$ cat src/hdl/sadc_defines.vh
// Shared constants for the serial converter readout and power control block.
`ifndef SADC_DEFINES_VH
`define SADC_DEFINES_VH
`define SADC_CLK_MHZ 250
`define SADC_REINIT_MS 10
`define SADC_REINIT_CYC (`SADC_REINIT_MS * 1000 * `SADC_CLK_MHZ)
`define SADC_CONV_NS 400
`define SADC_CONV_CYC ((`SADC_CONV_NS * `SADC_CLK_MHZ) / 1000)
`define SADC_RES_BITS 14
`define SADC_BIT_CNT_W 4
`define SADC_FIFO_DEPTH 16
`define SADC_FIFO_AW 4
`define SADC_PWR_OPER 2'h0
`define SADC_PWR_NAP 2'h1
`define SADC_PWR_SLEEP 2'h2
`define SADC_PULSES_W 2
`define SADC_TWO_PULSES 2'h2
`define SADC_ONE_PULSE 2'h1
`endif

$ cat src/hdl/sadc_mem.v
// Small register-read memory holding buffered conversion results.
`timescale 1ns/1ns
module sadc_mem #(
  parameter WIDTH = 14,
  parameter DEPTH = 16,
  parameter AW = 4
) (
  input wire sys_clk,
  input wire clk_en,
  input wire wr_en,
  input wire [AW-1:0] wr_addr,
  input wire [WIDTH-1:0] wr_data,
  input wire rd_en,
  input wire [AW-1:0] rd_addr,
  output reg [WIDTH-1:0] rd_data
);
  reg [WIDTH-1:0] mem [0:DEPTH-1];

  always @(posedge sys_clk) begin
    if (clk_en) begin
      if (wr_en) begin
        mem[wr_addr] <= wr_data;
      end
      // The read register reloads only on a pop, so a stalled output keeps its word.
      if (rd_en) begin
        rd_data <= mem[rd_addr];
      end
    end
  end
endmodule

$ cat src/hdl/sadc_fifo.v
// Result FIFO with valid and ready on both sides.
`timescale 1ns/1ns
module sadc_fifo #(
  parameter WIDTH = 14,
  parameter DEPTH = 16,
  parameter AW = 4
) (
  input wire sys_clk,
  input wire rst_n,
  input wire clk_en,
  input wire in_valid,
  output wire in_ready,
  input wire [WIDTH-1:0] in_data,
  output reg out_valid,
  input wire out_ready,
  output wire [WIDTH-1:0] out_data
);
  reg [AW:0] wr_ptr_reg;
  reg [AW:0] rd_ptr_reg;
  wire [AW:0] count = wr_ptr_reg - rd_ptr_reg;
  wire full = (count == DEPTH);
  wire empty = (count == {(AW+1){1'b0}});
  wire push = in_valid && !full;
  // Reading memory takes a cycle, so a word moves to the output stage only when it is free.
  wire pop = !empty && (!out_valid || out_ready);

  assign in_ready = !full;

  sadc_mem #(.WIDTH(WIDTH), .DEPTH(DEPTH), .AW(AW)) u_mem (
    .sys_clk(sys_clk),
    .clk_en(clk_en),
    .wr_en(push),
    .wr_addr(wr_ptr_reg[AW-1:0]),
    .wr_data(in_data),
    .rd_en(pop),
    .rd_addr(rd_ptr_reg[AW-1:0]),
    .rd_data(out_data)
  );

  always @(posedge sys_clk) begin
    if (!rst_n) begin
      wr_ptr_reg <= {(AW+1){1'b0}};
      rd_ptr_reg <= {(AW+1){1'b0}};
      out_valid <= 1'b0;
    end else if (clk_en) begin
      if (push) begin
        wr_ptr_reg <= wr_ptr_reg + 1'b1;
      end
      if (pop) begin
        rd_ptr_reg <= rd_ptr_reg + 1'b1;
        out_valid <= 1'b1;
      end else if (out_ready) begin
        out_valid <= 1'b0;
      end
    end
  end
endmodule

$ cat src/hdl/sadc_core.v
// Converter control core: start, serial readout, nap and sleep sequencing, reinit.
`timescale 1ns/1ns
`include "sadc_defines.vh"
// Operation
// RQ1: Reset on power-up or supply dip.
// RQ2: Host waits reinit time before converting.
// RQ3: Early conversions flagged invalid.
// RQ4: Start falling edge begins timed conversion.
// RQ5: Host keeps start pulse wide enough.
// RQ6: Serial clock falling edge shifts MSB first.
// RQ7: Host supplies fast serial clock.
// RQ8: Host idles clock and gives two pulses.
// RQ9: Second start rising edge enters nap.
// RQ10: Nap ends on clock rise or pulses.
// RQ11: Two more pulses in nap enter sleep.
// RQ12: Single-ended: clock rise leaves sleep.
// RQ13: Host waits after sleep exit.
// RQ14: Differential: fifth pulse leaves sleep.
// RQ15: Clock activity blocks nap and sleep.
// RQ16: Single-ended also exits sleep by pulse.
// RQ17: Pulses cycle operational, nap, sleep.
// RQ18: Select input chooses signalling mode.
// RQ19: Single-ended uses positive pins only.
// RQ20: Differential drives and receives pairs.
// RQ21: Fourteen signed bits per conversion.
// RQ22: Host waits conversion time before clocking.
module sadc_core #(
  parameter REINIT_CYC = `SADC_REINIT_CYC
) (
  input wire sys_clk,
  input wire rst_n,
  input wire clk_en,
  input wire supply_ok,
  input wire conversion_start_n,
  input wire sck_p,
  input wire sck_n,
  input wire diff_sel,
  input wire [13:0] sample_value,
  output reg sdo_p,
  output reg sdo_n,
  output reg [1:0] power_state,
  output reg reinit_busy,
  output reg conv_busy,
  output reg result_invalid,
  output reg [13:0] result_data,
  output reg result_valid,
  input wire result_ready
);
  localparam ST_IDLE = 2'h0;
  localparam ST_CONV = 2'h1;
  localparam ST_SHIFT = 2'h2;

  reg [1:0] sup_sync_reg;
  reg [2:0] cnv_sync_reg;
  reg [2:0] sckp_sync_reg;
  reg [2:0] sckn_sync_reg;
  reg [1:0] sel_sync_reg;
  reg [31:0] reinit_cnt_reg;
  reg [15:0] conv_cnt_reg;
  reg [1:0] state_reg;
  reg [13:0] shift_reg;
  reg [`SADC_BIT_CNT_W-1:0] bit_cnt_reg;
  reg cur_invalid_reg;
  reg [`SADC_PULSES_W-1:0] pulses_reg;
  reg sck_seen_reg;
  reg fifo_in_valid_reg;
  reg [13:0] fifo_in_data_reg;
  wire fifo_in_ready;
  wire fifo_out_valid;
  wire [13:0] fifo_out_data;
  wire fifo_out_ready;

  // Only the second and third stages are read; the first stage is a pure synchroniser.
  wire supply_ok_s = sup_sync_reg[1];
  wire cnv_fall = cnv_sync_reg[2] && !cnv_sync_reg[1];
  wire cnv_rise = !cnv_sync_reg[2] && cnv_sync_reg[1];
  wire diff_mode = sel_sync_reg[1];
  // In single-ended mode the negative clock leg is pulled low, so only the positive leg counts.
  wire sck_now = diff_mode ? (sckp_sync_reg[1] && !sckn_sync_reg[1]) : sckp_sync_reg[1]; // RQ19 RQ20
  wire sck_prev = diff_mode ? (sckp_sync_reg[2] && !sckn_sync_reg[2]) : sckp_sync_reg[2];
  wire sck_rise = sck_now && !sck_prev;
  wire sck_fall = !sck_now && sck_prev;

  always @(posedge sys_clk) begin
    if (!rst_n) begin
      sup_sync_reg <= 2'h0;
      cnv_sync_reg <= 3'h7;
      sckp_sync_reg <= 3'h0;
      sckn_sync_reg <= 3'h0;
      sel_sync_reg <= 2'h0;
    end else if (clk_en) begin
      sup_sync_reg <= {sup_sync_reg[0], supply_ok};
      cnv_sync_reg <= {cnv_sync_reg[1:0], conversion_start_n};
      sckp_sync_reg <= {sckp_sync_reg[1:0], sck_p};
      sckn_sync_reg <= {sckn_sync_reg[1:0], sck_n};
      sel_sync_reg <= {sel_sync_reg[0], diff_sel}; // RQ18
    end
  end

  // Supply dip holds the counter at zero; the reinit window restarts when supply returns.
  always @(posedge sys_clk) begin
    if (!rst_n) begin
      reinit_cnt_reg <= 32'h0;
      reinit_busy <= 1'b1;
    end else if (clk_en) begin
      if (!supply_ok_s) begin
        reinit_cnt_reg <= 32'h0; // RQ1
        reinit_busy <= 1'b1;
      end else if (reinit_cnt_reg < REINIT_CYC) begin
        reinit_cnt_reg <= reinit_cnt_reg + 32'h1;
        reinit_busy <= 1'b1;
      end else begin
        reinit_busy <= 1'b0;
      end
    end
  end

  always @(posedge sys_clk) begin
    if (!rst_n || !supply_ok_s) begin
      state_reg <= ST_IDLE;
      conv_cnt_reg <= 16'h0;
      shift_reg <= 14'h0;
      bit_cnt_reg <= {`SADC_BIT_CNT_W{1'b0}};
      cur_invalid_reg <= 1'b0;
      sdo_p <= 1'b0;
      sdo_n <= 1'b0;
      conv_busy <= 1'b0;
      fifo_in_valid_reg <= 1'b0;
      fifo_in_data_reg <= 14'h0;
    end else if (clk_en) begin
      if (fifo_in_ready) begin
        fifo_in_valid_reg <= 1'b0;
      end
      // A start edge samples only in the operational power state, but then even mid-readout, as the real converter restarts.
      if (cnv_fall && power_state == `SADC_PWR_OPER) begin
        state_reg <= ST_CONV; // RQ4
        conv_cnt_reg <= 16'h0;
        conv_busy <= 1'b1;
        cur_invalid_reg <= reinit_busy; // RQ3
      end else begin
        case (state_reg)
          ST_IDLE: begin
            conv_busy <= 1'b0;
          end
          ST_CONV: begin
            if (conv_cnt_reg == `SADC_CONV_CYC - 1) begin
              state_reg <= ST_SHIFT;
              conv_busy <= 1'b0;
              shift_reg <= sample_value; // RQ21
              bit_cnt_reg <= {`SADC_BIT_CNT_W{1'b0}};
              sdo_p <= sample_value[`SADC_RES_BITS-1];
              sdo_n <= diff_mode ? !sample_value[`SADC_RES_BITS-1] : 1'b0;
            end else begin
              conv_cnt_reg <= conv_cnt_reg + 16'h1;
            end
          end
          ST_SHIFT: begin
            if (sck_fall) begin
              if (bit_cnt_reg == `SADC_RES_BITS - 1) begin
                state_reg <= ST_IDLE;
                sdo_p <= 1'b0;
                sdo_n <= 1'b0;
                // A full FIFO drops the word rather than stall the link the host clocks.
                fifo_in_valid_reg <= fifo_in_ready;
                fifo_in_data_reg <= shift_reg;
              end else begin
                bit_cnt_reg <= bit_cnt_reg + 1'b1;
                sdo_p <= shift_reg[`SADC_RES_BITS - 2 - bit_cnt_reg]; // RQ6
                sdo_n <= diff_mode ? !shift_reg[`SADC_RES_BITS - 2 - bit_cnt_reg] : 1'b0; // RQ20 RQ19
              end
            end
          end
          default: begin
            state_reg <= ST_IDLE;
          end
        endcase
      end
    end
  end

  // Power sequencing counts start pulses by their rising edges with the serial clock idle.
  always @(posedge sys_clk) begin
    if (!rst_n || !supply_ok_s) begin
      power_state <= `SADC_PWR_OPER;
      pulses_reg <= {`SADC_PULSES_W{1'b0}};
      sck_seen_reg <= 1'b0;
    end else if (clk_en) begin
      if (sck_rise || sck_fall) begin
        sck_seen_reg <= 1'b1;
      end
      if (sck_rise && (power_state == `SADC_PWR_NAP ||
          (power_state == `SADC_PWR_SLEEP && !diff_mode))) begin
        power_state <= `SADC_PWR_OPER; // RQ10 RQ12
        pulses_reg <= {`SADC_PULSES_W{1'b0}};
      end else if (cnv_rise) begin
        // A clock edge landing with the start rise must not be lost, so it counts for the next gap.
        sck_seen_reg <= sck_rise || sck_fall;
        if (sck_seen_reg && power_state == `SADC_PWR_OPER) begin
          pulses_reg <= `SADC_ONE_PULSE; // RQ15
        end else if (power_state == `SADC_PWR_SLEEP) begin
          power_state <= `SADC_PWR_OPER; // RQ14 RQ16 RQ17
          pulses_reg <= {`SADC_PULSES_W{1'b0}};
        end else if (pulses_reg == `SADC_ONE_PULSE) begin
          power_state <= (power_state == `SADC_PWR_OPER) ?
            `SADC_PWR_NAP : `SADC_PWR_SLEEP; // RQ9 RQ11
          pulses_reg <= {`SADC_PULSES_W{1'b0}};
        end else begin
          pulses_reg <= `SADC_ONE_PULSE;
        end
      end
    end
  end

  sadc_fifo #(.WIDTH(`SADC_RES_BITS), .DEPTH(`SADC_FIFO_DEPTH), .AW(`SADC_FIFO_AW)) u_fifo (
    .sys_clk(sys_clk),
    .rst_n(rst_n),
    .clk_en(clk_en),
    .in_valid(fifo_in_valid_reg),
    .in_ready(fifo_in_ready),
    .in_data(fifo_in_data_reg),
    .out_valid(fifo_out_valid),
    .out_ready(fifo_out_ready),
    .out_data(fifo_out_data)
  );

  assign fifo_out_ready = !result_valid || result_ready;

  always @(posedge sys_clk) begin
    if (!rst_n) begin
      result_valid <= 1'b0;
      result_data <= 14'h0;
      result_invalid <= 1'b0;
    end else if (clk_en) begin
      if (fifo_out_valid && fifo_out_ready) begin
        result_valid <= 1'b1;
        result_data <= fifo_out_data;
      end else if (result_ready) begin
        result_valid <= 1'b0;
      end
      if (state_reg == ST_CONV) begin
        result_invalid <= cur_invalid_reg;
      end
    end
  end
endmodule

$ cat config.mk
export PLATFORM = sky130hd
export DESIGN_NAME = sadc_core
export DESIGN_NICKNAME = d
export VERILOG_FILES = /design/src/hdl/sadc_mem.v /design/src/hdl/sadc_fifo.v /design/src/hdl/sadc_core.v
export VERILOG_INCLUDE_DIRS = /design/src /design/src/hdl
export SDC_FILE = /design/constraint.sdc
export NUM_CORES = 1
export LEC_CHECK = 0
export ABC_AREA = 1
export BUFFER_PORTS_ARGS = -buffer_cell sky130_fd_sc_hd__clkbuf_2
export CORE_UTILIZATION = 62
export CTS_CLUSTER_DIAMETER = 80
export DETAILED_ROUTE_END_ITERATION = 10
export PLACE_DENSITY_LB_ADDON = 0.25
export SYNTH_ARGS = -nofsm -noshare
export SYNTH_HDL_FRONTEND = slang
export SYNTH_SLANG_ARGS = --single-unit
$ cat constraint.sdc
create_clock -name sys_clk -period 3.65 [get_ports sys_clk]
set_input_delay 0.1825 -clock sys_clk [delete_from_list [all_inputs] [get_ports sys_clk]]
set_output_delay 0.1825 -clock sys_clk [all_outputs]
set_load 0.02 [all_outputs]
==> results.cfg <==
[outcome]
run_status = complete, no violations

[worst_setup_path]
setup.worst_path.class = reg2reg
cp_data_required_time_ns = 3.79
worstPathMaxFanout = 19
critPathLaunchType = flip-flop
timing.critical_path.depth = 9
r2r_cells = 9
critical_path.most_common_cell = nand2_4
timing.critical_path.max_delay_family = simple AND/OR/NAND/NOR gates
slowest_delay_ns = 0.82
worst-path-buf-inv = 1
crit_slowest_cell = nor3_2
sequence_of_cells_on_the_critical_path = clkinv_1 -> ha_1 -> a21oi_1 -> nand3_1 -> nand2_1 -> nor2_4 -> nand2_4 -> nand2_4 -> nor3_2
cp-end-kind = flip-flop
arrival_ns = 3.23

[timing]
finClkSkew_ns = 0.0156
timing.setup.tns_ns = 0
worst_slew_margin_rel = 0.274
timing_max_transition_violations_final = 0
finalCritPeriodShare = 0.847
finalHoldViolCount = 0
worst-slew-pin-transition_ns = 1.09
setup_viol = 0
finalWorstSetupSlack_ns = 0.558
worst_hold_slack_ns = 0.0305
fmax_ghz = 0.323
final_period_minus_worst_setup_slack_ns = 3.09
grt_setup_unrepaired = false

[finish]
drive_above_1_share = 0.101
number_of_flip_flops_in_the_largest_register = 224
syn_to_final_growth_pct = 11.4
final_core_utilization = 0.708
stdcell_area_mm2 = 0.0179
stdcell_count = 2058
finalNetCount = 1743
regArea_mm2 = 0.00979
final_antenna_diode_count = 0
fillCellCount = 1830
multi_input_area_mm2 = 0.00549

[floorplanning]
initial_utilization = 0.636
core_area_mm2 = 0.0253
height_of_the_chip_um = 163
rows = 58
floorplan.die_area_mm2 = 0.0265
floorplan.die.width_um = 163
io_pins = 45

[power_and_ir_drop]
netSwitchingFraction = 0.201
clkPwrFrac = 0.439
internal_power_mw = 6.51
power_leakage_nw = 6.86
power.sequential.fraction = 0.543
total_power_mw = 8.14
combPwrFrac = 0.018
p_switching_mw = 1.63
powerDensity_mw_per_mm2 = 456
vdd.ir_drop.worst_v = 0.000415

[routing]
post-route-drc-count = 0
avgViaCountPerCell = 5.90
dr_total_vias = 12151
routed_wire_length_um = 37900
detail_route.first_pass.iterations = 5
drt-initial-drc-count = 1331
wire_per_inst_um = 18.4
final_antenna_net_count = 0

[place]
standard_cell_area_after_detailed_placement_mm2 = 0.0166
pre_cts_ws_ns = 0.572
placed_cells_incl_taps = 1973
detailedPlacementHpwl_um = 24200
final_weighted_congestion_of_routability_driven_global_placement = 0.955
place.port_buffers = 44

[logic_synthesis]
synth_top_area_cell = edfxtp_1
syn-num-nets = 1695
yosys_warnings = 0
netlist_instances = 1653
synth-seq-area-share = 0.610
post-synth-top-area-fraction = 0.445
synth_top_cells_by_area = edfxtp_1 (45%), dfxtp_1 (16%), nor2_1 (6.6%)
synth_ff_type = edfxtp_1
synth_edf_count = 238
mappedNetlistArea_mm2 = 0.0161
post_synth.cell_area_avg_um2 = 9.71
synth_seq_cells = 370
yosysUniqueCellTypes = 45
asyncSetResetFlopFracSynth = 0

[clock_network]
clk_latency_ns = 0.53
cts.clk_slew.worst_paths_ns = 0.06
cts_made_buffers = 37
max-clock-path-buffers = 3
clockRootBuffer = clkbuf_16
tritoncts = done
cts.repair_timing.setup_buffer_count = 0
cts_num_sinks = 370
clock_tree.htree_level_count = 2

[global_route]
global_routing_usage_summed_across_all_routing_layers = 0.289
grt_max_degree = 116
grt_pass1_vias = 11091
overflow = 0
first_pass_grt_wire_length_um = 59100
antenna_violations_before_repair = 0

[worst_hold_path]
min_path_cells = 4
timing.hold.worst.class = in2reg

[run]
maxCapViolCount = 0
-- logic make-up (layout without fill, tap and decap cells) --
kind of cell / count (synthesis) / count (layout) / synth area share
buf+inv: 192 / 267 / 0.0518
compound gates: 342 / 342 / 0.117
flops: 370 / 370 / 0.610
fa+ha+maj: 19 / 19 / 0.0148
xor+xnor: 21 / 21 / 0.0115
simple gates: 709 / 709 / 0.195
-- cell type report --
cell class                 instances  share of cell area
sequential                       370               0.548
clock buffer                      55              0.0581
clock inverter                    11             0.00539
tap                              330              0.0231
timing repair buffer              90              0.0350
multi-input combinational       1091               0.307
inverter                         111              0.0234
-- synth_stat cells, types with 3 or more instances --
cell      number
nor2_1       282
edfxtp_1     238
nand2_1      235
o21ai_0      182
dfxtp_1      132
nand3_1      113
inv_1        103
a21oi_1       89
clkbuf_1      45
o22ai_1       35
nor3_1        26
buf_2         23
o221ai_1      21
ha_1          19
xor2_1        15
nand4_1       14
buf_6          9
o211ai_1       9
xnor2_1        6
nand2_4        5
nand2_2        4
nor2_2         4
nor2_4         4
nor3b_2        4
buf_4          3
clkinv_1       3
inv_2          3
nand3b_1       3
nor3_4         3
-- worst paths after layout --
| check | startpoint | endpoint | slack (ns) |
|---|---|---|---|
| worst max register to register | u_fifo.rd_ptr_reg[2]$_SDFFE_PN0P_ | u_fifo.u_mem.mem[5][9]$_DFFE_PP_ | 0.56 |
| worst min-delay path | result_ready | result_valid$_SDFFE_PN0P_ | 0.03 |
| worst min register to register | result_data[7]$_SDFFE_PN0P_ | result_data[7]$_SDFFE_PN0P_ | 0.44 |
| worst max-delay path | u_fifo.rd_ptr_reg[2]$_SDFFE_PN0P_ | u_fifo.u_mem.mem[5][9]$_DFFE_PP_ | 0.56 |
-- per-layer routing --
| metal | part of all wire | global-route usage |
|---|---|---|
| met5 | 0 | 0 |
| met1 | 0.43 | 0.411 |
| met3 | 0.081 | 0.0438 |
| met4 | 0.032 | 0.109 |
| met2 | 0.46 | 0.451 |
-- power by group through the flow --
stage                     sequential (mW)  combinational [mW]  clock (mW)
final                                4.42               0.148        3.58
after global routing                 4.42               0.164        3.78
after CTS                            4.42               0.146        3.61
after detailed placement             4.51               0.130           0
after global placement               4.51               0.128           0
after floorplan                      4.51              0.0995           0
-- layout by cell type, fill, tap and decap left out, types with 4 or more instances in the layout --
cell           Yosys  final
clkinv_2           2      5
xnor2_1            6      6
inv_2              3      4
o221ai_1          21     21
nor2_4             4      4
nor3_1            26     15
nand3_1          113    113
a21oi_1           89     89
edfxtp_1         238    238
inv_1            103    102
dfxtp_1          132    131
nor3b_2            4      5
clkbuf_1          45     14
dlygate4sd3_1      0     19
ha_1              19     19
clkbuf_2           1     44
o211ai_1           9      9
o21ai_0          182    182
clkinv_1           3      6
nor3_2             2     13
xor2_1            15     15
clkbuf_16          0     38
nor2_1           282    282
buf_4              3     26
nor2_2             4      4
o22ai_1           35     35
nand2_2            4      4
nand4_1           14     14
nand2_1          235    235
nand2_4            5      5
-- worst register-to-register path, cell delays in order (launching register included) --
cell      delay, ns
dfxtp_1        0.33
clkinv_1       0.25
ha_1           0.44
a21oi_1        0.22
nand3_1        0.11
nand2_1        0.13
nor2_4         0.05
nand2_4        0.13
nand2_4        0.21
nor3_2         0.82
-- what timing repair did --
action	CTS	global route
hold buffers	19	0
resized for setup	0	0
hold endpoints to repair	19	0
Power figures use the tool's default switching activity.
